**config.mk**
```make
export PLATFORM = sky130hd
export DESIGN_NAME = acb_aux_ctrl
export DESIGN_NICKNAME = d
export VERILOG_FILES = /design/src/inc/acb_pkg.sv /design/src/inc/acb_nv_if.sv /design/src/rtl/acb_aux_ctrl.sv /design/src/rtl/acb_nv_store.sv
export VERILOG_INCLUDE_DIRS = /design/src /design/src/inc
export SDC_FILE = /design/constraint.sdc
export NUM_CORES = 1
export LEC_CHECK = 0
export ABC_AREA = 1
export BUFFER_PORTS_ARGS = -buffer_cell sky130_fd_sc_hd__buf_2
export CAP_MARGIN = 10
export CORE_MARGIN = 4
export CORE_UTILIZATION = 30
export CTS_BUF_LIST = sky130_fd_sc_hd__clkbuf_8
export CTS_CLUSTER_SIZE = 10
export DETAILED_ROUTE_END_ITERATION = 8
export HOLD_SLACK_MARGIN = 0.08
export PLACE_DENSITY_LB_ADDON = 0.15
export SKIP_CTS_REPAIR_TIMING = 1
export SLEW_MARGIN = 15
export SYNTH_ARGS = -nofsm -noshare
export SYNTH_HDL_FRONTEND = slang
export SYNTH_HIERARCHICAL = 1
export SYNTH_SLANG_ARGS = --single-unit
```
**constraint.sdc**
```tcl
create_clock -name clk -period 8.3 [get_ports clk]
set_input_delay 1.66 -clock clk [delete_from_list [all_inputs] [get_ports clk]]
set_output_delay 1.66 -clock clk [all_outputs]
set_load 0.01 [all_outputs]
```
**src/inc/acb_params.svh**
```systemverilog
// Constants for the auxiliary control and configuration block
`ifndef ACB_PARAMS_SVH
`define ACB_PARAMS_SVH
`define ACB_AUX_ADDR    8'hA2
`define ACB_DPL_ADDR    8'h82
`define ACB_DPH_ADDR    8'h83
`define ACB_AUX_RST     8'h00
`define ACB_AUX_WMASK   8'hF3
`define ACB_SOFT_RESET_BIT_BIT    3
`define ACB_ZERO_BIT    2
`define ACB_DPS_BIT     0
`define ACB_PTR_RST     16'h0000
`define ACB_RESET_PC    16'h0000
`define ACB_SIG0_ADDR   16'hFC30
`define ACB_SIG1_ADDR   16'hFC31
`define ACB_SIG2_ADDR   16'hFC60
`define ACB_CUST_FIRST  16'hFCE0
`define ACB_CUST_LAST   16'hFCFF
`define ACB_CFG1_ADDR   16'hFD00
`define ACB_CFG_UNPROG  8'hFF
`define ACB_WATCHDOG_ENABLE_CFG_BIT    7
`define ACB_RPD_BIT     6
`define ACB_CLOCK_RATE_CFG_BIT    3
`define ACB_OSC_HI      2
`define ACB_OSC_LO      0
`define ACB_MC_STD      4'hC
`define ACB_MC_FAST     4'h6
`endif

```
**src/inc/acb_pkg.sv**
```systemverilog
// Types shared by the auxiliary control and configuration block
package acb_pkg;
  typedef logic [7:0]  acb_byte_t;
  typedef logic [15:0] acb_addr_t;
  typedef enum logic [2:0] {
    ACB_OSC_HIGH = 3'h0,
    ACB_OSC_MED  = 3'h1,
    ACB_OSC_LOW  = 3'h2,
    ACB_OSC_RC   = 3'h3,
    ACB_OSC_EXT  = 3'h7
  } acb_osc_e;
endpackage

```
**src/inc/acb_nv_if.sv**
```systemverilog
// Lookup path between the control logic and the signature and customer byte store
`timescale 1ns/1ps
`default_nettype none
interface acb_nv_if;
  import acb_pkg::*;
  logic      rd;
  acb_addr_t addr;
  acb_byte_t rdata;
  logic      hit;
  modport store (input rd, input addr, output rdata, output hit);
  modport user  (output rd, output addr, input rdata, input hit);
endinterface
`default_nettype wire

```
**src/rtl/acb_aux_ctrl.sv**
```systemverilog
// Auxiliary control register, dual pointers and config byte access
`timescale 1ns/1ps
`default_nettype none
`include "acb_params.svh"
module acb_aux_ctrl
  import acb_pkg::*;
#(
  parameter int CUST_BYTES = 32
) (
  input  wire logic        clk,
  input  wire logic        rstn,
  input  wire logic        clk_en,
  input  wire logic [7:0]  sfr_addr,
  input  wire logic        sfr_wr,
  input  wire logic        sfr_rd,
  input  wire acb_byte_t   sfr_wdata,
  output acb_byte_t        sfr_rdata,
  output logic             sfr_hit,
  input  wire logic        dp_inc,
  input  wire logic        dp_load,
  input  wire acb_addr_t   dp_load_val,
  input  wire acb_byte_t   acc,
  input  wire logic        jmp_req,
  output acb_addr_t        jmp_target,
  input  wire logic        code_rd,
  output acb_byte_t        code_rdata,
  output logic             code_hit,
  input  wire logic        xdata_rd,
  output acb_byte_t        xdata_rdata,
  output acb_addr_t        xdata_addr,
  output logic             soft_rst_pulse,
  output acb_addr_t        restart_pc,
  input  wire acb_byte_t   cfg_nv_byte,
  output logic             cfg_valid,
  output logic             wdt_enable,
  output logic             rst_pin_disable,
  output logic [3:0]       mc_clocks,
  output acb_osc_e         osc_src,
  output logic             osc_reserved,
  input  wire logic        prog_we,
  input  wire logic [4:0]  prog_addr,
  input  wire acb_byte_t   prog_wdata
);
  acb_byte_t aux_r;
  acb_addr_t data_pointer_r [2];
  acb_addr_t data_pointer_nxt;
  acb_addr_t sel_ptr;
  acb_byte_t cfg_byte_r;
  logic      cfg_done_r;
  logic      soft_rst_r;
  acb_byte_t sfr_rdata_r;
  logic      sfr_hit_r;
  acb_byte_t code_rdata_r;
  logic      code_hit_r;
  acb_byte_t xdata_rdata_r;
  acb_addr_t jmp_target_r;
  logic      pointer_select_bit;
  logic      aux_wr;
  logic      soft_reset_bit_wr;
  logic      dpl_wr;
  logic      dph_wr;

  acb_nv_if nv ();

  function automatic acb_addr_t add_acc(input acb_addr_t p,
                                        input acb_byte_t a);
    add_acc = 16'(p + {8'h00, a});
  endfunction

  function automatic acb_osc_e osc_decode(input logic [2:0] f);
    case (f)
      3'h7:    osc_decode = ACB_OSC_EXT;
      3'h3:    osc_decode = ACB_OSC_RC;
      3'h2:    osc_decode = ACB_OSC_LOW;
      3'h1:    osc_decode = ACB_OSC_MED;
      3'h0:    osc_decode = ACB_OSC_HIGH;
      default: osc_decode = ACB_OSC_EXT;
    endcase
  endfunction

  assign pointer_select_bit     = aux_r[`ACB_DPS_BIT];
  assign sel_ptr = data_pointer_r[pointer_select_bit];
  assign aux_wr  = sfr_wr && (sfr_addr == `ACB_AUX_ADDR);
  assign soft_reset_bit_wr = aux_wr && sfr_wdata[`ACB_SOFT_RESET_BIT_BIT];
  assign dpl_wr  = sfr_wr && (sfr_addr == `ACB_DPL_ADDR);
  assign dph_wr  = sfr_wr && (sfr_addr == `ACB_DPH_ADDR);

  // Aux control register
  always_ff @(posedge clk or negedge rstn) begin
    if (!rstn) begin
      aux_r <= `ACB_AUX_RST;
    end else if (clk_en) begin
      if (soft_reset_bit_wr) begin
        aux_r <= `ACB_AUX_RST;
      // bits 2 and 3 never stored
      end else if (aux_wr) begin
        aux_r <= sfr_wdata & `ACB_AUX_WMASK;
      end
    end
  end

  always_comb begin
    data_pointer_nxt = sel_ptr;
    if (dp_load) begin
      data_pointer_nxt = dp_load_val;
    end else if (dp_inc) begin
      data_pointer_nxt = 16'(sel_ptr + 16'h0001);
    end else if (dph_wr) begin
      data_pointer_nxt = {sfr_wdata, sel_ptr[7:0]};
    end else if (dpl_wr) begin
      data_pointer_nxt = {sel_ptr[15:8], sfr_wdata};
    end
  end

  always_ff @(posedge clk or negedge rstn) begin
    if (!rstn) begin
      data_pointer_r[0] <= `ACB_PTR_RST;
      data_pointer_r[1] <= `ACB_PTR_RST;
    end else if (clk_en) begin
      if (soft_reset_bit_wr) begin
        data_pointer_r[0] <= `ACB_PTR_RST;
        data_pointer_r[1] <= `ACB_PTR_RST;
      end else begin
        data_pointer_r[pointer_select_bit] <= data_pointer_nxt;
      end
    end
  end

  always_ff @(posedge clk or negedge rstn) begin
    if (!rstn) begin
      soft_rst_r <= 1'b0;
    end else if (clk_en) begin
      soft_rst_r <= soft_reset_bit_wr;
    end
  end

  always_ff @(posedge clk or negedge rstn) begin
    if (!rstn) begin
      sfr_rdata_r <= 8'h00;
      sfr_hit_r   <= 1'b0;
    end else if (clk_en) begin
      sfr_hit_r <= 1'b0;
      if (sfr_rd) begin
        sfr_hit_r <= 1'b1;
        case (sfr_addr)
          `ACB_AUX_ADDR: sfr_rdata_r <= aux_r;
          `ACB_DPL_ADDR: sfr_rdata_r <= sel_ptr[7:0];
          `ACB_DPH_ADDR: sfr_rdata_r <= sel_ptr[15:8];
          default: begin
            sfr_rdata_r <= 8'h00;
            sfr_hit_r   <= 1'b0;
          end
        endcase
      end
    end
  end

  assign nv.rd   = code_rd;
  assign nv.addr = add_acc(sel_ptr, acc);

  acb_nv_store #(
    .CUST_BYTES (CUST_BYTES)
  ) u_store (
    .clk        (clk),
    .clk_en     (clk_en),
    .prog_we    (prog_we),
    .prog_addr  (prog_addr),
    .prog_wdata (prog_wdata),
    .nv         (nv.store)
  );

  // Code read and jump target results
  always_ff @(posedge clk or negedge rstn) begin
    if (!rstn) begin
      code_rdata_r <= 8'h00;
      code_hit_r   <= 1'b0;
      jmp_target_r <= `ACB_PTR_RST;
    end else if (clk_en) begin
      code_hit_r <= 1'b0;
      if (code_rd) begin
        code_rdata_r <= nv.rdata;
        code_hit_r   <= nv.hit;
      end
      if (jmp_req) begin
        jmp_target_r <= add_acc(sel_ptr, acc);
      end
    end
  end

  always_ff @(posedge clk or negedge rstn) begin
    if (!rstn) begin
      xdata_rdata_r <= 8'h00;
    end else if (clk_en && xdata_rd) begin
      // config byte one at its address
      if (sel_ptr == `ACB_CFG1_ADDR) begin
        xdata_rdata_r <= cfg_byte_r;
      end else begin
        xdata_rdata_r <= 8'h00;
      end
    end
  end

  always_ff @(posedge clk or negedge rstn) begin
    if (!rstn) begin
      cfg_byte_r <= `ACB_CFG_UNPROG;
      cfg_done_r <= 1'b0;
    end else if (clk_en && !cfg_done_r) begin
      cfg_byte_r <= cfg_nv_byte;
      cfg_done_r <= 1'b1;
    end
  end

  assign sfr_rdata      = sfr_rdata_r;
  assign sfr_hit        = sfr_hit_r;
  assign code_rdata     = code_rdata_r;
  assign code_hit       = code_hit_r;
  assign jmp_target     = jmp_target_r;
  assign xdata_rdata    = xdata_rdata_r;
  assign xdata_addr     = sel_ptr;
  assign soft_rst_pulse = soft_rst_r;
  assign restart_pc     = `ACB_RESET_PC;
  assign cfg_valid      = cfg_done_r;
  assign wdt_enable      = cfg_byte_r[`ACB_WATCHDOG_ENABLE_CFG_BIT];
  assign rst_pin_disable = ~cfg_byte_r[`ACB_RPD_BIT];
  assign mc_clocks = cfg_byte_r[`ACB_CLOCK_RATE_CFG_BIT] ? `ACB_MC_FAST
                                               : `ACB_MC_STD;
  assign osc_src = osc_decode(cfg_byte_r[`ACB_OSC_HI:`ACB_OSC_LO]);
  assign osc_reserved = (cfg_byte_r[`ACB_OSC_HI:`ACB_OSC_LO] > 3'h3) &&
                        (cfg_byte_r[`ACB_OSC_HI:`ACB_OSC_LO] != 3'h7);
endmodule
`default_nettype wire

```
**src/rtl/acb_nv_store.sv**
```systemverilog
// Signature bytes and customer byte area in code space
`timescale 1ns/1ps
`default_nettype none
`include "acb_params.svh"
module acb_nv_store
  import acb_pkg::*;
#(
  parameter int        CUST_BYTES = 32,
  // Arbitrary signature values
  parameter acb_byte_t SIG0       = 8'h5A,
  parameter acb_byte_t SIG1       = 8'hA5,
  parameter acb_byte_t SIG2       = 8'h3C
) (
  input  wire logic         clk,
  input  wire logic         clk_en,
  input  wire logic         prog_we,
  input  wire logic [4:0]   prog_addr,
  input  wire acb_byte_t    prog_wdata,
  acb_nv_if.store           nv
);
  acb_byte_t cust_mem_r [CUST_BYTES];

  // Programming port loads customer bytes
  // addressed byte writes, one per enabled clock
  always_ff @(posedge clk) begin
    if (clk_en && prog_we) begin
      cust_mem_r[prog_addr] <= prog_wdata;
    end
  end

  always_comb begin
    nv.rdata = 8'h00;
    nv.hit   = 1'b0;
    if (nv.rd) begin
      case (nv.addr)
        `ACB_SIG0_ADDR: begin
          nv.rdata = SIG0;
          nv.hit   = 1'b1;
        end
        `ACB_SIG1_ADDR: begin
          nv.rdata = SIG1;
          nv.hit   = 1'b1;
        end
        `ACB_SIG2_ADDR: begin
          nv.rdata = SIG2;
          nv.hit   = 1'b1;
        end
        default: begin
          if (nv.addr >= `ACB_CUST_FIRST && nv.addr <= `ACB_CUST_LAST) begin
            nv.rdata = cust_mem_r[nv.addr[4:0]];
            nv.hit   = 1'b1;
          end
        end
      endcase
    end
  end
endmodule
`default_nettype wire

```
==> summary by stage, run 1 <==
Worst setup path
The required time at the worst-slack endpoint is 8.82 ns. The critical path capture point type is a flip-flop. STA puts the critical path data arrival time at 5.34 ns. STA classifies the critical path startpoint as a flip-flop. The worst-path maximum fanout is 39. The critical path is of the flip-flop to flip-flop type.

Outcome
The flow ran to the end, and the final reports show no timing, DRC or antenna violations.

Synthesis
The mean instance size in the synthesized netlist is 8.949 um2. After synthesis, the share of flip-flops with an asynchronous set or reset is 26.01%. After synthesis the cells add up to 17050 um2. Summed over all instances, the cell type with the most area after synthesis is edfxtp_1. The sequential share of the synthesized area is 58.36%.

In the post-synthesis netlist, the biggest area contributors are edfxtp_1 (45%), nand2_1 (16%), dfrtp_1 (12%). After synthesis the netlist holds a flip-flop and latch count of 346. The synthesized netlist devotes 0.4624% of its cell area to XOR and XNOR gates.

The mux cell area share after synthesis is 0.8587%. The cell with the most instances after synthesis is nand2_1. Synthesis produced ~1900 cells. Synthesis instantiated 48 different standard cells from the library. The most used flip-flop cell after synthesis is edfxtp_1. The synthesis warning total is 6. The count of flip-flops with a built-in enable after synthesis is 256. In this run the biggest area consumer among cell types represents between 40 and 50% of the synthesized area. The dominant combinational cell family by area after synthesis is simple AND/OR/NAND/NOR gates.

By count the netlist is led by nand2_1 (719), edfxtp_1 (256), nand3_1 (230). The synthesized netlist devotes 3.339% of its cell area to compound gates. The post-synthesis share of cell area spent on and, or, nand and nor gates is 27.53%. The synthesized netlist devotes 0.8514% of its cell area to adder and majority cells.

CTS
Clock-pin slew was measured on the worst setup and hold paths at roughly 0.06 ns. The clock buffer count from CTS is 61. The tree is rooted in a clkbuf_8. Clock latency on the worst-skew pair, taken at its later pin, is 0.69 ns.

The number of H-tree levels is 2. TritonCTS built the clock tree. The clock net in this run drives a total of 346 sinks. The maximum count of clock buffers along a single path is 3.

STA
The final hold slack is 0.4669 ns. Setup total negative slack on the finished layout was measured at 0 ns. The final cycle utilization of the critical path is 58.13%. At the pin with the least slew margin, the transition time is 1.044 ns.

The post-route minimum period is 4.825 ns. Across the routed clock network, the largest skew measured is 0.06288 ns. Setup repair after global routing left no endpoint under its margin.

The max-slew violation count is 0. Setup violations remaining at the end of the flow were counted as 0. The worst pin sits at a relative slew slack of 30.12%. The highest achievable clock rate is 207.3 MHz. The total count of hold-check failures in the final report is 0.

Final layout
In the final design database the tool counted around 2100 nets. Compared with the post-synthesis result, the final layout area differs by 14.11%. Of the cells placed in the final design, the portion with a size suffix greater than 1 is 15.91%. The post-route core utilization is 34.57%.

Drt
In this run, the number of DRC markers left after iteration 0 of detailed routing was 1011. After detailed routing, the average wire length per cell comes to around 19 um. The wire length after detailed routing is roughly 53 mm. After detailed routing, the number of remaining DRC violations is 0. Using the TritonRoute via totals, the vias-per-cell ratio works out to 4.622. The routed layout has roughly 13000 vias.

Before antenna repair, the detailed router went through 5 iterations. The residual antenna-violating net count after detailed routing is 0.

Global routing
Entering global routing, the biggest net connects 67 pins. The number of antenna violations at the first check in global routing is 2. For this run the aggregate overflow at the end of global routing stands at 0. The number of global-route vias before repair came to 13057. Global routing consumed, over all layers together, 17.18% of the routing resources. The wire length of the first global-routing pass is approximately 79 mm.

Floorplanning
Measured along the y axis, the die boundary spans 246.4 um. The starting density of the core is a little under a third. The horizontal extent of the die is 246.4 um. The core region area is 56280 um2. The total die area is 60700 um2. The number of standard-cell rows in the floorplan is 87. During I/O placement, the number of pins put on the boundary was about 160.

Power
The analysis attributes to cell leakage a power of 0.008890 uW. Dividing total power by cell area gives a power density of 224.6 nW/um2. Summing internal, switching and leakage power gives 4369 uW. Across the VDD grid, the largest voltage drop is around 0.00012 V.

Place
The post-DP HPWL is 35.66 mm. The routability congestion estimate is 0.8400. Buffers placed on the I/O ports in this run total about 140.

Min path
The path type of the worst min-delay path is flip-flop to flip-flop.

Run
Across the run, the number of max-cap violations was 0.
## cell families (layout without fill, tap and decap cells)
kind of cell | after synthesis | after routing
and+or+nand+nor | 1102 | 1102
adders and majority gates | 11 | 11
muxes | 13 | 13
buffers and inverters | 330 | 508
AOI/OAI and AO/OA | 92 | 92
DFF | 346 | 346
other | 2 | 20
xor gates and xnor gates | 9 | 9
## stage by stage
step	setup slack, ns	std cells	instance area, um2
3_5_place_dp	3.199	2739	18310
4_1_cts	3.449	2855	19450
6_report	3.475	2857	19450
2_1_floorplan	4.111	1921	17110
3_3_place_gp	3.204	2739	18310
5_1_grt	3.088	2856	19450
## per-layer routing
layer	wire (um)	up-vias	track usage [%]
met3	3053	85	3.374
met5	0	-	0
li1	-	6401	-
met2	25150	368	28.20
met4	1454	0	5.590
met1	23320	6350	22.92
## placed cells by master, fill, tap and decap left out, types with 4 or more instances in the layout
| cell | n |
|---|---|
| dfstp_2 | 8 |
| o21ai_2 | 9 |
| conb_1 | 18 |
| o211ai_1 | 6 |
| or2_2 | 16 |
| o21ai_1 | 10 |
| o21ai_0 | 15 |
| dfrtp_1 | 82 |
| nand4_1 | 17 |
| xor2_1 | 7 |
| nand2_1 | 719 |
| clkinv_1 | 11 |
| a21oi_1 | 36 |
| clkinv_2 | 11 |
| nor2_1 | 72 |
| buf_4 | 13 |
| nand2_2 | 14 |
| buf_2 | 138 |
| clkbuf_8 | 66 |
| nor2_2 | 12 |
| and2_1 | 4 |
| o22ai_1 | 4 |
| mux2_2 | 13 |
| ha_1 | 9 |
| nand3_1 | 230 |
| nand3_2 | 4 |
| nor3_1 | 4 |
| inv_2 | 11 |
| edfxtp_1 | 256 |
| inv_1 | 254 |
## flip-flops by register name, summed over array words and instances (netlist names)
| register | flops |
|---|---|
| sfr_hit | 1 |
| code_hit | 1 |
| jmp_target | 16 |
| soft_rst_pulse | 1 |
| sfr_rdata | 8 |
| xdata_rdata | 8 |
| u_store/cust_mem_r | 256 |
| data_pointer_r | 32 |
| cfg_byte_r | 8 |
| cfg_valid | 1 |
| code_rdata | 8 |
| aux_r | 6 |
## critical path, cell delays in order (launching register included)
cell     delay [ns]
dfrtp_1        0.32
buf_4          0.41
inv_2          0.35
nand2_1        0.16
nand2_2        0.17
ha_4           0.22
fa_2           1.19
buf_4          0.50
nor2_4         0.25
nand4_1        0.23
nand2_1        0.08
nor2_2         0.29
a21oi_1        0.12
mux2_2         0.27
## power breakdown
part | leakage, uW | total, uW | internal, uW | switching, uW
clock network | 0.000689 | 1470 | 736 | 737
registers | 0.00344 | 1930 | 1910 | 25.8
logic | 0.00476 | 964 | 265 | 699
## final cells by class
class,instances,area (um2)
clock buffers,66,908.4
inverters,241,907.1
repair buffers,151,788.3
diodes,2,5.005
clock inverters,50,225.2
well taps,756,945.9
flip-flops and latches,346,9950
multi-input cells,1245,5723
fillers,5896,36830
## path summary, 6_finish.rpt
| path | start | end | slack (ns) | depth (start not counted) |
|---|---|---|---|---|
| hold / removal | cfg_byte_r[4] | xdata_rdata[4] | 0.47 | 2 |
| setup reg to reg | aux_r[0] | code_rdata[6] | 3.48 | 13 |
| min in group asynchronous | rstn | sfr_rdata[4] | 0.86 | 1 |
| max in group asynchronous | rstn | xdata_rdata[0] | 6.14 | 2 |
| setup / recovery | aux_r[0] | code_rdata[6] | 3.48 | 13 |
| hold reg to reg | cfg_byte_r[4] | xdata_rdata[4] | 0.47 | 2 |
No activity file was read; power rests on OpenSTA's default activity.
==> inputs of run 2 (changes only) <==
==> constraint.sdc (replaced) <==
create_clock -name clk -period 5 [get_ports clk]
set_input_delay 1 -clock clk [delete_from_list [all_inputs] [get_ports clk]]
set_output_delay 1 -clock clk [all_outputs]
set_load 0.01 [all_outputs]
==> run 2 against run 1 <==
  * Non-clock buffer count grew 6
  * Clock skew shrank 0.023 ns
  * Combinational power grew 68%
  * Die area is the same
  * Sequential share of layout area shrank 0.66 points
  * Critical endpoint is now code_rdata[7]
  * Worst hold slack lost 0.039 ns
  * Power grew 76%
==> summary by stage, run 2 (synthesized netlist as in run 1, its figures left out) <==
Drt
In the routed design, unresolved DRC markers number 0. The ratio of routed vias to standard cells is 4.626. The total via count after detailed routing is 13268. The average detailed-routed wire length per instance is 17.99 um.

The wire length after detailed routing is 51.61 mm. The number of search-and-repair iterations in the first detailed-routing pass is 5. In this run the remaining antenna-violating nets after routing total 0. The number of violations reported at the end of detailed-routing iteration 0 is 885.

Power
Power spread over the standard cell area amounts to between 300 and 400 nW/um2. The total power after layout is 7677 uW. The internal power consumption is 5178 uW. VDD sags by at most between 0.0002 and 0.00025 V. Net switching is approximately a third of the power. For this design the total switching power over the nets is 2499 uW. The leakage power of the design is 0.008978 uW. Of the total power, registers draw 41.8%. The fraction of power consumed by the clock network is 37.1%. The share of total power dissipated in combinational logic is 21.1%.

Final layout
The register with the most flip-flops in the layout has between 200 and 300 of them. The layout has 5967 filler cells. After the last flow step, the layout net total stands at between 2000 and 2500. Of the cells placed in the final design, the portion with a size suffix greater than 1 is about 17%. The register with the most flip-flops in the final layout is u_store/cust_mem_r. The top cell types in the final layout, fill and taps aside, are nand2_1 (719), edfxtp_1 (256), inv_1 (244), nand3_1 (230), buf_2 (138). Leaving out fill and tap cells, the most frequent cell in the layout is nand2_1. Relative to the synthesized area, the layout overhead comes to 15.60%.

STA
Clock skew on the completed layout was measured at approximately 0.040 ns. The slack of the critical path is 0.7964 ns. Setup violations remaining at the end of the flow were counted as 0.

For the pin with the worst max-slew slack, the measured transition is ~0.96 ns. Static timing analysis puts the maximum clock frequency at around 240 MHz. The post-route setup TNS is 0 ns. The post-route minimum period is 4.204 ns. Setup repair after global routing left no endpoint under its margin. The worst slew margin relative to its limit is between 30% and 40%.

The final cycle utilization of the critical path is between 80 and 90%. The max-slew violation count came to 0. The total count of hold-check failures in the final report was 0.

Floorplanning
The number of standard-cell rows in the floorplan is 87. The die covers 60700 um2. The die is approximately 250 um wide. The core region area is 56280 um2. The vertical extent of the die is 246.4 um. Pin placement for this block handled 158 I/O pins. The initial utilization of the core area, before any placement, comes to 30.29%.

Place
The post-placement worst setup slack is 0.8342 ns. The routability congestion estimate is 0.8774. The number of buffers inserted by port buffering is 139. After legalization and detailed placement, the total HPWL measured 34.96 mm.

CTS
The number of H-tree levels is 3. TritonCTS built the clock tree. The number of sinks handled by clock tree synthesis is 346. The clock insertion delay at the later pin of the skew report is 0.66 ns. The maximum count of clock buffers along a single path is 3. The clock-pin slew reported for the worst setup and hold paths after clock tree synthesis is 0.07 ns. The cell chosen for the clock root is clkbuf_8. The clock buffer count from CTS is 66.

Global routing
The first global-routing pass estimated 78.36 mm of wire. The number of global-route vias before repair is 13037. Global routing consumed, over all layers together, 16.83% of the routing resources.

The number of antenna violations at the first check in global routing was 3. Global routing finished with a remaining overflow of 0. Entering global routing, the biggest net connects 58 pins.

Worst setup path
The critical path capture point type is a flip-flop. The required time at the worst-slack endpoint is 5.52 ns. The type of element launching the critical path is a flip-flop. At the worst endpoint, the arrival time is 4.73 ns.

The worst-path maximum fanout is 15. The worst reg-to-reg setup slack is about 0.80 ns. By startpoint and endpoint, the worst setup path is classified as flip-flop to flip-flop.

Run
The number of maximum-capacitance constraint violations is 0.

Min path
The path class of the tightest hold or removal check is input pin to asynchronous set/reset pin.

Outcome
The run finished with clean final reports.
run 2: cell types whose count changed in the layout (fill, tap and decap cells not counted), sizes merged:
cell and delta:
clkbuf +7, buf +6, inv -9, bufinv +4, diode +2, clkinv +1
run 2: layer usage:
layer / GRT usage (%) / part of all wire, %
met1: 23.29 / 46
met2: 26.57 / 46
met3: 2.895 / 5.1
met4: 6.224 / 3.0
met5: 0 / 0
run 2: final timing paths:
path,endpoint,startpoint,cells after the start
max,code_rdata[7],aux_r[0],20
min,aux_r[5],rstn,1
max reg2reg,code_rdata[7],aux_r[0],20
min reg2reg,cfg_valid,cfg_valid,2
max in group asynchronous,cfg_byte_r[7],rstn,2
min in group clk,cfg_valid,cfg_valid,2
run 2: cell type report:
type	count	area [um2]	share of cell area, %
flip-flops and latches	346	9950	50.49
inverters	241	907.1	4.603
clock buffers	73	1005	5.098
repair buffers	157	833.3	4.229
clock inverters	46	332.8	1.689
multi-input cells	1245	5723	29.04
well taps	756	945.9	4.800
diodes	4	10.01	0.05079
run 2: worst max-delay path, cell delays in order (launching register included):
cell and delay [ns]:
dfrtp_1 0.68, inv_2 0.22, buf_4 0.24, nand2_2 0.09, nand2_4 0.11, ha_1 0.34
nand2_1 0.06, nand2_1 0.06, o21ai_0 0.15, o21ai_1 0.32, nand3b_1 0.17, o21ai_1 0.19
and2_1 0.16, nand4_1 0.23, nor3_4 0.30, nand4_1 0.20, nand3_1 0.12, nand2_1 0.05
nand2_1 0.07, a21oi_1 0.04, mux2_2 0.27
run 2: power groups by stage:
| stage | Clock [uW] | Sequential [uW] | Combinational, uW |
|---|---|---|---|
| final | 2850 | 3210 | 1620 |
| after CTS | 2950 | 3210 | 1640 |
| after global routing | 3080 | 3220 | 1810 |
| after detailed placement | 0 | 3260 | 1630 |
| after global placement | 0 | 3260 | 1630 |
| after floorplan | 0 | 3270 | 1030 |
run 2: through the flow:
stage | hold WS, ns | area (um2) | utilization (%) | std cells
floorplan | 0.4412 | 17110 | - | 1921
global placement | 0.4623 | 18360 | 32.62 | 2745
detailed placement | 0.4626 | 18360 | 32.62 | 2745
CTS | 0.4123 | 19700 | 35.00 | 2864
global route | 0.4753 | 19700 | 35.00 | 2865
finish | 0.4281 | 19710 | 35.02 | 2868
==> inputs of run 3 (changes only) <==
==> constraint.sdc (replaced) <==
create_clock -name clk -period 3.95 [get_ports clk]
set_input_delay 0.79 -clock clk [delete_from_list [all_inputs] [get_ports clk]]
set_output_delay 0.79 -clock clk [all_outputs]
set_load 0.01 [all_outputs]
==> run 3 against run 2 <==
  * Cell count grew 0.45%
  * Cell area up 0.83%
  * Sequential power increased by 26%
  * Global-route usage is 0.23 points higher
==> summary by stage, run 3 (synthesized netlist as in run 1, its figures left out) <==
Drt
The average detailed-routed wire length per instance is 18.27 um. For this run, the detailed router's first-pass iteration total came to 5. The total via count after detailed routing is 13179.

The number of violations reported at the end of detailed-routing iteration 0 is 937. In this run the remaining antenna-violating nets after routing total 0. The wire length after detailed routing is 52.62 mm.

The DRC violations left is 0. After detailed routing, the number of vias per cell comes to 4.574.

CTS
The clock passes through at most 3 buffers. The number of sinks handled by clock tree synthesis is 346. TritonCTS created 67 clock buffers. The clock insertion delay at the later pin of the skew report is 0.65 ns. TritonCTS built the clock tree. Clock-pin slew was measured on the worst setup and hold paths at around 0.060 ns. The cell chosen for the clock root is clkbuf_8. The number of H-tree levels is 3.

Floorplanning
The die covers 60700 um2. The horizontal extent of the die is 246.4 um. In this run the core area contains 87 standard-cell rows. The core region area is 56280 um2. The I/O pin total is 158. The initial utilization of the core area, before any placement, comes to between 30% and 40%. Measured along the y axis, the die boundary spans 246.4 um.

Worst setup path
The required time at the worst-slack endpoint is around 4.5 ns. The data arrival time of the critical path is 4.22 ns. Following the worst setup path forward leads to its endpoint at code_rdata[7].

The critical path starts at aux_r[0]. The endpoint identified for the worst register-to-register timing path is code_rdata[7]. The startpoint identified for the worst register-to-register timing path is aux_r[0]. The critical path capture point type is a flip-flop.

The kind of critical path is flip-flop to flip-flop. The worst register-to-register path has a depth of 21. The worst reg-to-reg setup slack is 0.25 ns. Of all nets on the critical path, the largest fanout is 12.

The worst setup path is launched from a flip-flop.

Final layout
In the layout the commonest cells are nand2_1 (719), edfxtp_1 (256), inv_1 (253), nand3_1 (230), buf_2 (138). The number of flip-flops under the largest register name is 256. At the end of the flow, the number of nets in the layout was between 2000 and 2500. The synthesis-to-finish area growth is 16.56%. Counting flops per register, the top entry is u_store/cust_mem_r. Leaving out fill and tap cells, the most frequent cell in the layout is nand2_1. The post-route netlist has 17.15% of its cells at a drive strength greater than 1.

Power
The power per standard cell area is approximately 490 nW/um2. The leakage power of the design is around 0.0091 uW. The total power after layout is a little under 10000 uW. VDD sags by at most 0.0002168 V.

Outcome
The flow ran to the end, and the final reports show no timing, DRC or antenna violations.

Global routing
Entering global routing, the biggest net connects 99 pins. The global-route track usage on met3 is 3.439%. Global routing consumed, on the met1 layer, 23.76% of the routing resources. The global-route layer with the greatest usage is met2. For this run, global-route usage on met2 was measured as roughly 27%. The number of global-route vias before repair is ~13000.

Summed over all layers, the global routing overflow is 0. For this run, the total global-route usage over all layers was measured as 17.06%. The number of antenna violations at the first check in global routing was 3. The first global-routing pass estimated 78.82 mm of wire.

STA
The post-route minimum period is around 3.7 ns. For the pin with the worst max-slew slack, the measured transition is 1.035 ns. The highest achievable clock rate is 269.9 MHz. Summed over all failing endpoints, the final setup total negative slack is 0 ns. The worst slew margin relative to its limit is 31.01%. The worst clock skew is 0.03462 ns.

The max-slew violation count was 0. The total count of hold-check failures in the final report is 0. The final cycle utilization of the critical path is 93.79%. Setup violations remaining at the end of the flow were counted as 0. Setup repair after global routing left no endpoint under its margin.

Place
Routability-driven placement finished with a final weighted congestion of 0.8452. Detailed placement finished with a half-perimeter wire length of between 30 and 40 mm. The count of buffers added on input and output ports is 139.

Run
The number of maximum-capacitance constraint violations is 0.

Min path
The min-delay analysis places its worst path in the category input pin to asynchronous set/reset pin.
run 3: cell count changes in the layout (fill, tap and decap cells not counted), moves of 2 or more:
cell,change
buf_4,+12
inv_1,+9
clkinv_1,-8
buf_12,+4
clkinv_2,-4
diode_2,-2
inv_12,+2
run 3: power by group:
part | internal (uW) | total [uW] | switching (uW) | leakage [uW]
Sequential | 4010 | 4060 | 56.8 | 0.00344
Combinational | 622 | 2140 | 1520 | 0.00489
Clock | 1940 | 3580 | 1630 | 0.000769
run 3: cell type report:
type	instances	area (um2)
antenna	2	5.005
clock buffer	74	1018
inverter	241	907.1
fill	5861	36410
clock inverter	44	312.8
timing repair buffer	173	1003
sequential	346	9950
tap	756	945.9
multi-input combinational	1245	5728
run 3: worst min-delay path by stage:
stage	slack, ns	end	depth (start not counted)	start
global placement	0.46	jmp_target[8]	2	jmp_target[8]
global route	0.34	aux_r[1]	1	rstn
finish	0.28	aux_r[1]	1	rstn
floorplan	0.44	data_pointer_r[15]	2	data_pointer_r[15]
detailed placement	0.47	data_pointer_r[22]	2	data_pointer_r[22]
CTS	0.30	sfr_rdata[6]	1	rstn
run 3: metal layers:
layer / wire, um / up-vias
li1: - / 6458
met5: 0 / -
met4: 1210 / 0
met1: 24190 / 6271
met2: 24020 / 363
met3: 3201 / 87
run 3: per-stage QoR:
| stage | instances | hold slack [ns] | worst slack (ns) | util (%) | cell area (um2) |
|---|---|---|---|---|---|
| floorplan | 1921 | 0.4412 | 0.5900 | - | 17110 |
| global placement | 2761 | 0.4604 | 0.2001 | 32.92 | 18530 |
| detailed placement | 2761 | 0.4653 | 0.1986 | 32.92 | 18530 |
| CTS | 2879 | 0.2994 | 0.2511 | 35.29 | 19860 |
| global route | 2880 | 0.3424 | 0.003560 | 35.30 | 19870 |
| finish | 2881 | 0.2797 | 0.2452 | 35.31 | 19870 |
run 3: worst max-delay path, cell delays in order, from the launching register on:
cell and delay (ns):
dfrtp_1 0.43, inv_2 0.09, buf_4 0.19, nand2_1 0.08
nand2_2 0.09, ha_4 0.14, fa_2 0.22, nand2_1 0.07
nand2_1 0.06, o21ai_0 0.15, o21ai_1 0.32, nand3b_1 0.16
o21ai_1 0.18, and2_1 0.14, nand4_1 0.24, nor3_4 0.30
nand4_1 0.18, nand3_1 0.11, nand2_1 0.05, nand2_1 0.08
a21oi_1 0.04, mux2_2 0.26
